File: src/rtl/rgbq_map.svh
// register offsets, field widths, reset values and timing counts of the rgb output block
`ifndef RGBQ_MAP_SVH
`define RGBQ_MAP_SVH

// base of the register region and offsets inside it
`define RGBQ_REG_BASE      32'h0000_0000
`define RGBQ_OFF_PIN       32'h0000_0064
`define RGBQ_OFF_SPREAD    32'h0000_0068
`define RGBQ_OFF_EDGE      32'h0000_006c
`define RGBQ_OFF_DIV       32'h0000_0070
`define RGBQ_OFF_QX        32'h0000_0074
`define RGBQ_OFF_QY        32'h0000_0078
`define RGBQ_OFF_LABEL     32'h0000_007c

// field widths, all fields start at bit 0
`define RGBQ_PIN_W         4
`define RGBQ_DIV_W         8
`define RGBQ_COORD_W       11
`define RGBQ_TAG_W         8

// reset values
`define RGBQ_RST_PIN       4'h0
`define RGBQ_RST_SPREAD    1'h0
`define RGBQ_RST_EDGE      1'h0
`define RGBQ_RST_DIV       8'h00
`define RGBQ_RST_COORD     11'h000
`define RGBQ_RST_TAG       8'h00

// tag store tiling: coordinate bits from this position up pick a tile
`define RGBQ_TILE_SHIFT    7
`define RGBQ_TILE_BITS     4

// shortest pixel clock period in reference cycles
`define RGBQ_MIN_PERIOD    8'h02

`endif

File: src/rtl/rgbq_pkg.sv
// types shared by the rgb output and tag query block
package rgbq_pkg;

   typedef struct packed {
      logic [7:0] r;
      logic [7:0] g;
      logic [7:0] b;
   } rgbq_rgb_t;

   typedef enum logic [2:0] {
      SEL_NONE,
      SEL_PIN,
      SEL_SPREAD,
      SEL_EDGE,
      SEL_DIV,
      SEL_QX,
      SEL_QY,
      SEL_LABEL
   } rgbq_sel_t;

   typedef struct packed {
      logic [7:0] cnt;
      logic [7:0] div;
      logic       fall;
      logic       pclk;
      logic       launch;
   } rgbq_pclk_st_t;

   typedef struct packed {
      logic [255:0][7:0] mem;
      logic [7:0]        qa;
      logic [7:0]        qb;
   } rgbq_tag_st_t;

   typedef struct packed {
      logic [3:0]       pin;
      logic             spread;
      logic             fall;
      logic [7:0]       div;
      logic [10:0]      qx;
      logic [10:0]      qy;
      logic [7:0]       label;
      logic [7:0]       touch_tag;
      logic [31:0]      prdata;
      logic             pready;
      logic             pslverr;
      logic [2:0][7:0]  held;
      logic [2:0][7:0]  out;
      logic [1:0]       lag;
      logic             take;
   } rgbq_top_st_t;

endpackage

File: src/rtl/rgbq_pclk_gen.sv
// pixel clock divider with period-boundary reload of divisor and edge choice
module rgbq_pclk_gen
   import rgbq_pkg::*;
(
   // clock and reset
   input  wire logic       clk,
   input  wire logic       rst_n,
   // settings from registers
   input  wire logic [7:0] div,
   input  wire logic       fall,
   // outputs
   output logic            pclk,
   output logic            launch
);
`include "rgbq_map.svh"

   rgbq_pclk_st_t s_q;
   rgbq_pclk_st_t s_d;
   logic [7:0]    per;
   logic [7:0]    hi;
   logic [7:0]    nxt;
   logic          run;

   always_comb begin
      s_d = s_q;
      per = (s_q.div < `RGBQ_MIN_PERIOD) ? `RGBQ_MIN_PERIOD : s_q.div;
      run = 1'b1;
      nxt = s_q.cnt + 8'h01;
      if (s_q.div == 8'h00 || nxt >= per) begin
         // boundary: take new settings only here
         nxt      = 8'h00;
         s_d.div  = div;
         s_d.fall = fall;
         run      = (div != 8'h00);
      end
      per = (s_d.div < `RGBQ_MIN_PERIOD) ? `RGBQ_MIN_PERIOD : s_d.div;
      hi  = per - (per >> 1);
      s_d.cnt    = run ? nxt : 8'h00;
      // high from count 0 to hi-1, period = div cycles, at least 2
      s_d.pclk   = run & (s_d.cnt < hi);
      // data launched on the edge opposite the sampling edge
      s_d.launch = run & (s_d.fall ? (s_d.cnt == 8'h00) : (s_d.cnt == hi));
   end

   always_ff @(posedge clk or negedge rst_n) begin
      if (!rst_n) begin
         s_q <= '0;
      end else begin
         s_q <= s_d;
      end
   end

   assign pclk   = s_q.pclk;
   assign launch = s_q.launch;

endmodule

File: src/rtl/rgbq_tag_store.sv
// tiled tag store with one write port and two registered read ports
module rgbq_tag_store
   import rgbq_pkg::*;
(
   // clock and reset
   input  wire logic        clk,
   input  wire logic        rst_n,
   // renderer write port
   input  wire logic        wr_en,
   input  wire logic [10:0] wr_x,
   input  wire logic [10:0] wr_y,
   input  wire logic [7:0]  wr_val,
   // read ports
   input  wire logic [10:0] qa_x,
   input  wire logic [10:0] qa_y,
   input  wire logic [10:0] qb_x,
   input  wire logic [10:0] qb_y,
   output logic      [7:0]  qa_tag,
   output logic      [7:0]  qb_tag
);
`include "rgbq_map.svh"

   rgbq_tag_st_t s_q;
   rgbq_tag_st_t s_d;

   function automatic logic [7:0] tile(input logic [10:0] x, input logic [10:0] y);
      tile = {y[`RGBQ_TILE_SHIFT +: `RGBQ_TILE_BITS], x[`RGBQ_TILE_SHIFT +: `RGBQ_TILE_BITS]};
   endfunction

   always_comb begin
      s_d = s_q;
      if (wr_en) begin
         s_d.mem[tile(wr_x, wr_y)] = wr_val;
      end
      s_d.qa = s_q.mem[tile(qa_x, qa_y)];
      s_d.qb = s_q.mem[tile(qb_x, qb_y)];
   end

   always_ff @(posedge clk or negedge rst_n) begin
      if (!rst_n) begin
         s_q <= '0;
      end else begin
         s_q <= s_d;
      end
   end

   assign qa_tag = s_q.qa;
   assign qb_tag = s_q.qb;

endmodule

File: src/rtl/rgbq_top.sv
// apb register file, pixel output stage and tag query of the rgb panel interface
////////////////////////////////////////////////////////////////////////////////
//
// Contract
// - reserved bits read as zero and writes to them are dropped.
// - every register occupies one 32-bit word.
// - offsets are decoded relative to the register region base.
// - the label register at 0x7c shows the tag at the queried x and y in bits 7 to 0.
// - a separate touch tag follows the touch point, independent of the query.
// - query y at 0x78 holds 11 bits in 10 to 0 and resets to 0.
// - query x at 0x74 holds 11 bits in 10 to 0 and resets to 0.
// - the pixel clock is the reference clock divided by bits 7 to 0 at 0x70, a divider of 1 dividing by 2.
// - a divider of zero stops the pixel clock, which is the reset state.
// - bit 0 at 0x6c picks the sampling edge, 0 rising and 1 falling.
// - bit 0 at 0x68 makes the colour lines change together or staggered.
// - bits 3 to 0 at 0x64 choose the colour pin arrangement and reset to 0.
module rgbq_top
   import rgbq_pkg::*;
(
   // clock and reset
   input  wire logic        REF_CLK,
   input  wire logic        RSTN,
   // apb slave
   input  wire logic        PSEL,
   input  wire logic        PENABLE,
   input  wire logic        PWRITE,
   input  wire logic [31:0] PADDR,
   input  wire logic [31:0] PWDATA,
   input  wire logic [3:0]  PSTRB,
   output logic      [31:0] PRDATA,
   output logic             PREADY,
   output logic             PSLVERR,
   // pixel source
   input  wire rgbq_rgb_t   PIX_DATA,
   output logic             PIX_TAKE,
   // panel pins
   output logic             PCLK,
   output rgbq_rgb_t        RGB_OUT,
   // renderer tag writes
   input  wire logic        TAG_WR_EN,
   input  wire logic [10:0] TAG_WR_X,
   input  wire logic [10:0] TAG_WR_Y,
   input  wire logic [7:0]  TAG_WR_VAL,
   // touch point
   input  wire logic [10:0] TOUCH_X,
   input  wire logic [10:0] TOUCH_Y,
   output logic      [7:0]  TOUCH_TAG
);
`include "rgbq_map.svh"

   ////////////////////////////////////////////////////////////////////////////////
   // helpers

   function automatic rgbq_sel_t reg_sel(input logic [31:0] addr);
      logic [31:0] rel;
      rel = addr - `RGBQ_REG_BASE;
      case (rel)
         `RGBQ_OFF_PIN:    reg_sel = SEL_PIN;
         `RGBQ_OFF_SPREAD: reg_sel = SEL_SPREAD;
         `RGBQ_OFF_EDGE:   reg_sel = SEL_EDGE;
         `RGBQ_OFF_DIV:    reg_sel = SEL_DIV;
         `RGBQ_OFF_QX:     reg_sel = SEL_QX;
         `RGBQ_OFF_QY:     reg_sel = SEL_QY;
         `RGBQ_OFF_LABEL:  reg_sel = SEL_LABEL;
         default:          reg_sel = SEL_NONE;
      endcase
   endfunction

   // byte-lane merge of a write into a 32-bit word
   function automatic logic [31:0] lane_merge(input logic [31:0] old,
                                              input logic [31:0] wd,
                                              input logic [3:0]  strb);
      lane_merge = old;
      for (int i = 0; i < 4; i++) begin
         if (strb[i]) begin
            lane_merge[8*i +: 8] = wd[8*i +: 8];
         end
      end
   endfunction

   // channel order then per-channel bit reversal
   function automatic logic [2:0][7:0] arrange(input logic [23:0] pix, input logic [3:0] code);
      logic [2:0][7:0] c;
      logic [2:0][7:0] o;
      c = pix;
      case (code[2:0])
         3'h1:    o = {c[2], c[0], c[1]};
         3'h2:    o = {c[1], c[2], c[0]};
         3'h3:    o = {c[1], c[0], c[2]};
         3'h4:    o = {c[0], c[2], c[1]};
         3'h5:    o = {c[0], c[1], c[2]};
         default: o = c;
      endcase
      if (code[3]) begin
         for (int k = 0; k < 3; k++) begin
            o[k] = {<<{o[k]}};
         end
      end
      arrange = o;
   endfunction

   ////////////////////////////////////////////////////////////////////////////////
   // state

   rgbq_top_st_t    s_q;
   rgbq_top_st_t    s_d;
   rgbq_sel_t       sel;
   logic            acc;
   logic            wr_fire;
   logic [31:0]     cur;
   logic [31:0]     nw;
   logic [2:0][7:0] swz;
   logic            launch;
   logic            pclk_w;
   logic [7:0]      qa_tag;
   logic [7:0]      qb_tag;

   ////////////////////////////////////////////////////////////////////////////////
   // pixel clock and tag store

   rgbq_pclk_gen u_pclk (
      .clk    (REF_CLK),
      .rst_n  (RSTN),
      .div    (s_q.div),
      .fall   (s_q.fall),
      .pclk   (pclk_w),
      .launch (launch)
   );

   rgbq_tag_store u_tags (
      .clk    (REF_CLK),
      .rst_n  (RSTN),
      .wr_en  (TAG_WR_EN),
      .wr_x   (TAG_WR_X),
      .wr_y   (TAG_WR_Y),
      .wr_val (TAG_WR_VAL),
      .qa_x   (s_q.qx),
      .qa_y   (s_q.qy),
      .qb_x   (TOUCH_X),
      .qb_y   (TOUCH_Y),
      .qa_tag (qa_tag),
      .qb_tag (qb_tag)
   );

   ////////////////////////////////////////////////////////////////////////////////
   // next state

   always_comb begin
      s_d     = s_q;
      sel     = reg_sel(PADDR);
      acc     = PSEL & PENABLE;
      wr_fire = acc & PWRITE & s_q.pready;

      // current word, reserved bits zero
      case (sel)
         SEL_PIN:    cur = 32'(s_q.pin);
         SEL_SPREAD: cur = 32'(s_q.spread);
         SEL_EDGE:   cur = 32'(s_q.fall);
         SEL_DIV:    cur = 32'(s_q.div);
         SEL_QX:     cur = 32'(s_q.qx);
         SEL_QY:     cur = 32'(s_q.qy);
         SEL_LABEL:  cur = 32'(s_q.label);
         default:    cur = 32'h0000_0000;
      endcase
      nw = lane_merge(cur, PWDATA, PSTRB);

      // answer one cycle into the access phase
      s_d.pready  = acc & ~s_q.pready;
      // error flag only stands with its ready pulse
      s_d.pslverr = 1'b0;
      if (acc & ~s_q.pready) begin
         s_d.prdata  = PWRITE ? 32'h0000_0000 : cur;
         s_d.pslverr = (sel == SEL_NONE) | (PWRITE & (sel == SEL_LABEL));
      end

      // writes land at the edge where pready is seen high
      if (wr_fire) begin
         case (sel)
            SEL_PIN:    s_d.pin    = nw[`RGBQ_PIN_W-1:0];
            SEL_SPREAD: s_d.spread = nw[0];
            SEL_EDGE:   s_d.fall   = nw[0];
            SEL_DIV:    s_d.div    = nw[`RGBQ_DIV_W-1:0];
            SEL_QX:     s_d.qx     = nw[`RGBQ_COORD_W-1:0];
            SEL_QY:     s_d.qy     = nw[`RGBQ_COORD_W-1:0];
            default:    s_d.pin    = s_q.pin;
         endcase
      end

      // tag results
      s_d.label     = qa_tag;
      s_d.touch_tag = qb_tag;

      // pixel output: launch takes a pixel, spread staggers the channels
      swz      = arrange(PIX_DATA, s_q.pin);
      s_d.take = launch;
      s_d.lag  = {s_q.lag[0], launch & s_q.spread};
      if (launch) begin
         s_d.held = swz;
      end
      for (int i = 0; i < 3; i++) begin
         if (launch && (!s_q.spread || i == 2)) begin
            s_d.out[i] = swz[i];
         end else if (s_q.spread && i == 1 && s_q.lag[0]) begin
            s_d.out[i] = s_q.held[i];
         end else if (s_q.spread && i == 0 && s_q.lag[1]) begin
            s_d.out[i] = s_q.held[i];
         end
      end
   end

   ////////////////////////////////////////////////////////////////////////////////
   // registers

   always_ff @(posedge REF_CLK or negedge RSTN) begin
      if (!RSTN) begin
         s_q        <= '0;
         s_q.pin    <= `RGBQ_RST_PIN;
         s_q.spread <= `RGBQ_RST_SPREAD;
         s_q.fall   <= `RGBQ_RST_EDGE;
         s_q.div    <= `RGBQ_RST_DIV;
         s_q.qx     <= `RGBQ_RST_COORD;
         s_q.qy     <= `RGBQ_RST_COORD;
         s_q.label  <= `RGBQ_RST_TAG;
      end else begin
         s_q <= s_d;
      end
   end

   ////////////////////////////////////////////////////////////////////////////////
   // outputs

   assign PRDATA    = s_q.prdata;
   assign PREADY    = s_q.pready;
   assign PSLVERR   = s_q.pslverr;
   assign PIX_TAKE  = s_q.take;
   assign PCLK      = pclk_w;
   assign RGB_OUT   = s_q.out;
   assign TOUCH_TAG = s_q.touch_tag;

endmodule

File: config.mk
export PLATFORM = sky130hd
export DESIGN_NAME = rgbq_top
export DESIGN_NICKNAME = d
export VERILOG_FILES = /design/src/rtl/rgbq_pkg.sv /design/src/rtl/rgbq_pclk_gen.sv /design/src/rtl/rgbq_tag_store.sv /design/src/rtl/rgbq_top.sv
export VERILOG_INCLUDE_DIRS = /design/src /design/src/rtl
export SDC_FILE = /design/constraint.sdc
export NUM_CORES = 2
export LEC_CHECK = 0
export BUFFER_PORTS_ARGS = -buffer_cell sky130_fd_sc_hd__clkbuf_2
export CORE_UTILIZATION = 58
export DETAILED_ROUTE_END_ITERATION = 8
export PLACE_DENSITY_LB_ADDON = 0.25
export RECOVER_POWER = 25
export SETUP_SLACK_MARGIN = 0.15
export SLEW_MARGIN = 20
export SYNTH_ARGS = -nofsm -noshare
export SYNTH_HDL_FRONTEND = slang
export SYNTH_HIERARCHICAL = 1
export SYNTH_SLANG_ARGS = --single-unit
File: constraint.sdc
create_clock -name REF_CLK -period 4.7 [get_ports REF_CLK]
set_input_delay 0.94 -clock REF_CLK [delete_from_list [all_inputs] [get_ports REF_CLK]]
set_output_delay 0.94 -clock REF_CLK [all_outputs]
set_load 0.05 [all_outputs]
# Word level (Yosys, flattened, before mapping)
# Index checks and enable logic that the tools add are counted.
# totals
regBits	2212
# classes
add_sub_neg	2
n_lt_le_gt_ge	8
n_eq_ne	20
mux	26
bitwise	10
reduce_logical	18
# op_table
operator	n
$bwmux W2048	1
$eq A32 B7 Y1 const B	7
$bmux W8 S8	2
$pmux W24 S5	1
$mux W8	12
$pmux W11 S7	1
$demux W8 S8	1
$mux W32	1
$lt A8 B9 Y1 const B	3
$mux W24	1
$pmux W3 S7	1
$eq A3 B3 Y1 const B	6
$logic_not A8 Y1	2
$lt A8 B2 Y1 const B	2
$eq A3 B2 Y1 const B	4
$reduce_and A2 Y1	6
$mux W9	1
$add A8 B1 Y8 const B	1
$and A1 B1 Y1	8
$eq A8 B8 Y1	1
$ge A8 B1 Y1 const B	1
$ge A8 B8 Y1	1
$lt A8 B8 Y1	1
$reduce_bool A8 Y1	1
11 further kinds	18

# Depth between registers and ports, before layout
# depth
word_depth	11
depth_mapped	30
mapped_depth_nobuf	29

# By module
# Netlist, hierarchy kept.
# modules_own_cells
module	n_inst	cells_per_inst	area_each_um2	seq_area_each_um2
rgbq_tag_store	1	7400	110683.7	51649.5
rgbq_top	1	671	6602.6	2702.6
rgbq_pclk_gen	1	189	1687.9	475.5

# Worst setup path before layout
# OpenSTA, ideal clock, no wires.
# synth_path
path_kind	flip-flop to flip-flop
from	reg u_pclk/s_q[10] (netlist name)
to	reg u_pclk.s_q, in the netlist u_pclk/launch
setup_ps	124
t_arrival_ps	4609
path_slack_ps	-33
path_stages_with_launch	30
path_buffers	2
synth_period_minus_slack_ps	4733
cell_sequence	dfrtp_1 -> nor4_2 -> nand2_1 -> and2_1 -> ha_1 -> nor3b_2 -> nor2_1 -> o31ai_2 -> o211ai_2 -> buf_6 -> buf_4 -> a21oi_1 -> ha_1 -> nand3_1 -> nand2_1 -> nor2_1 -> a31oi_1 -> ha_1 -> fa_1 -> nor2b_1 -> o21ai_0 -> nand2b_1 -> a21o_1 -> a21oi_1 -> xor2_1 -> ha_1 -> nand4_1 -> nor2_1 -> o22ai_1 -> a21oi_1
# synth_lines
item	line_no	source
from (decl)	rgbq_pclk_gen.sv:17	rgbq_pclk_st_t s_q;
from (signal assigned)	rgbq_pclk_gen.sv:47	s_q <= '0;
from (signal assigned)	rgbq_pclk_gen.sv:49	s_q <= s_d;

==> results.txt <==
----------------------------------------------------
[Synth]
  Gate Count Post-Synth ... around 8,300
  Distinct cells, synth ... 94
  Most instantiated flip-flop cell in the synthesis netlist ... dfrtp_1
  Ys Warns ... 6
  Top cell type by total area after synthesis ... dfrtp_1
  Part of the Yosys area used for sequential elements ... between 40% and 50%
  Mean instance size in the synthesized netlist ... 14.4 um^2
  Synth top area cells ... dfrtp_1 46%, mux2_2 20%, mux4_2 16%
  Flip-flop and latch count after synthesis ... ~2,200
  Synth async-reset ratio ... between 90% and 100%
  Area fraction of the dominant cell type after synthesis ... between 40% and 50%
  EDFF count, synth ... 0
  Synth Cell Area ... about 120,000 um^2

[GRT]
  Pin count of the biggest net entering global routing ... around 120
  Total routing resource utilization after global routing ... between 30% and 40%
  Via count of the first global-routing pass ... 82,000
  Total congestion overflow after global routing ... 0
  Number of antenna violations at the first check in global routing ... 25
  Global-route wire length before repair ... around 560,000 um

[STA]
  Number of failing setup endpoints in the final timing report ... 2
  Worst-Margin Slew ... 3.92 ns
  Skew final ... 0.0382 ns
  Aggregate negative setup slack ... -0.143 ns
  Unrepaired setup endpoints after global routing ... yes
  Maximum clock rate ... roughly 0.21 GHz
  Least setup slack across all paths after layout ... -0.132 ns
  Hold slack final ... roughly 0.33 ns
  Rel. slew slack ... -161%
  Final max-slew violation count ... between 200 and 250
  Final hold violations ... 0
  Time the worst path needs with I/O delays and setup ... 4.83 ns
  Share of the clock period used by the worst path ... 103%

[Routing]
  Number of optimization iterations in the first detailed-route pass ... 9
  Total vias in the final route ... between 80,000 and 90,000
  Final WL ... 380,000 um
  Highest metal layer with signal wires ... met5
  Met3 routed wirelength ... between 30,000 and 40,000 um
  Routed length on met1 ... 145,000 um
  Detailed router's first-iteration violation count ... ~9,700
  Routed length per instance ... 33.7 um
  DRC Markers ... 0
  Remaining antenna violation count after routing ... 0
  Vias per Instance ... between 7 and 8
  Total met2 wirelength after detailed routing ... approximately 170,000 um

[Place]
  Port-buffer cells ... ~150
  Setup Slack @ Placement ... -0.333 ns
  DP Cell Count ... between 10,000 and 15,000
  Global placer's final weighted congestion ... 0.986
  Sum of net half-perimeters after detailed placement ... between 200,000 and 300,000 um

[Power]
  Switching Share ... approximately 25%
  Internal power summed over all cells ... between 30,000 and 40,000 uW
  Relative contribution of combinational cells to total power ... about a tenth
  Leakage ... between 0.05 and 0.06 uW
  Proportion of power drawn by the clock network ... a little over two fifths
  Power share of the sequential group ... ~47%
  Pwr per Cell Area ... approximately 330 nW/um^2
  Switching power ... 10,900 uW
  Worst IR Drop VDD ... ~0.40 mV

[CTS]
  Inserted Clock Buffers ... around 230
  Clock Sinks ... 2,191
  Maximum buffer depth of the clock tree ... 3
  Clock slew seen by the registers of the worst setup and hold paths ... 0.06 ns
  Clock latency of the later-clocked register in the worst-skew pair ... around 0.88 ns
  H-tree depth ... 4
  Clock tree root driver cell ... clkbuf_16
  TritonCTS clock tree ... yes
  CTS Hold Bufs ... 0

[Setup path]
  Largest delay contributor family on the critical path ... simple AND/OR/NAND/NOR gates
  Data required time at the worst endpoint ... 5.47 ns
  Worst setup path class ... flop to flop
  Endpoint class of the critical path ... flop
  Critical Path Fanout Max ... 7
  Buffers plus inverters on the worst setup path ... 1
  Critical Path Source Type ... flop
  Delay contributed by the slowest stage of the critical path ... 0.40 ns
  Data arrival time at the worst-slack endpoint ... 5.60 ns
  Number of cells traversed by the worst register-to-register path ... 27
  Master of the slowest instance on the critical path ... dfrtp_1
  Critical path depth ... 27

[Finish]
  Fillers ... ~14,000
  Leading cell types in the layout, fill and taps excluded ... 2,181 x dfrtp_1, 2,100 x mux2_2, 862 x mux4_2, 407 x buf_4, 401 x mux2i_1
  Post-layout nets ... 8,558
  Final Instance Count excl. Fillers ... 11,300
  Share of layout cells above drive strength 1 ... about half
  Register area ... roughly 55,000 um^2
  Commonest non-fill, non-tap cell in the layout ... dfrtp_1
  Area Growth Syn to Fin ... 10.6%
  Multi-input combinational cell area ... 60,100 um^2

[Min path]
  Kind of path behind the tightest hold check ... primary input to flop
  Count of cells along the worst hold path ... 2

[Die]
  Horizontal die dimension ... ~450 um
  Rows ... approximately 170
  Die outline height ... roughly 450 um
  Initial Utilization ... between 50 and 60%
  Area of the die ... 207,000 um^2
  Core region area ... between 200,000 and 250,000 um^2
  Top-level port count ... between 200 and 250

[Status]
  Failing checks ... capacitance limit, slew limit, setup timing
  Run status ... complete, but fails checks

[Flow run]
  Max-cap check violation count ... 3

----------------------------------------------------
-- sequential cells by signal, summed over array words and instances (netlist names), 8 cells and up --
register and cells:
PRDATA 11, RGB_OUT 24, u_tags/qa_tag 8, u_tags/qb_tag 8, u_pclk/s_q 17, s_q 61
u_tags/s_q 2048, TOUCH_TAG 8
-- power by group through the flow --
stage / logic (uW) / clock network, uW / registers, uW
3_3_place_gp: 3920 / 0 / 20600
2_1_floorplan: 2580 / 0 / 20500
4_1_cts: 4040 / 19100 / 20400
6_report: 4060 / 18900 / 20400
3_5_place_dp: 4020 / 0 / 20700
5_1_grt: 4270 / 19900 / 20500
-- worst paths after layout --
check	start	endpoint	slack [ns]
worst max-delay path	u_pclk/s_q[8]	u_pclk/launch	-0.13
worst min-delay path	PWDATA[6]	s_q[118]	0.33
worst max register to register	u_pclk/s_q[8]	u_pclk/launch	-0.13
worst min register to register	u_tags/qb_tag[3]	TOUCH_TAG[3]	0.35
max in group asynchronous	RSTN	u_tags/s_q[583]	0.05
min in group asynchronous	RSTN	u_tags/s_q[1755]	1.35
-- synth_stat cells (all sizes together) (5+ instances only) --
cell type	count
dfrtp	2191
mux2	2125
mux4	888
clkbuf	406
mux2i	401
buf	371
nor2	272
nand2	260
a21oi	155
a22oi	130
a22o	97
a221oi	96
o21ai	89
o221ai	88
o22ai	86
nor3	73
nor2b	58
a211oi	47
nand3	41
and2	31
a31oi	30
inv	29
nor4	29
nand2b	28
ha	26
o211ai	18
o31ai	18
and3	15
o2bb2ai	15
nor3b	13
o32ai	12
o21a	10
a2111oi	8
o22a	8
a21boi	7
a21o	7
nand4	7
o2111ai	7
xor2	7
or2	6
and3b	5
nand3b	5
or3	5
xnor2	5
-- per-stage QoR --
stage / total power, uW / utilization, % / cell area, um^2
4_1_cts: 43500 / 64.9 / 132000
3_3_place_gp: 24500 / 60.9 / 124000
3_5_place_dp: 24700 / 60.9 / 124000
5_1_grt: 44600 / 64.9 / 132000
2_1_floorplan: 23100 / - / 119000
6_report: 43400 / 64.9 / 132000
-- cells by family after synthesis --
kind of cell / Yosys count / synth area share, %
muxes: 3414 / 40.4
buffers and inverters: 808 / 3.79
and+or+nand+nor: 861 / 3.59
AOI/OAI and AO/OA: 946 / 5.78
DFF: 2191 / 46.1
other: 1 / 0.00315
adders and majority gates: 27 / 0.290
xor gates and xnor gates: 12 / 0.0883
-- layout make-up --
cell class / count / area share (%)
multi-input combinational: 5281 / 45.6
sequential: 2191 / 41.7
clock buffer: 351 / 5.23
timing repair buffer: 648 / 4.05
tap: 2672 / 2.54
clock inverter: 76 / 0.760
inverter: 31 / 0.0884
antenna: 13 / 0.0247
-- routing by layer --
metal | global-route usage [%] | up-vias
li1 | - | 32300
met1 | 49.3 | 42900
met2 | 55.6 | 4502
met3 | 10.4 | 1011
met4 | 18.7 | 24
met5 | 0 | -
-- repair_timing --
action,CTS,global route
pin swaps,24,25
setup endpoints to repair,2,2
setup buffers,5,4
gates resized for setup,22,20
Note: power is estimated with default switching activity, not from simulation.
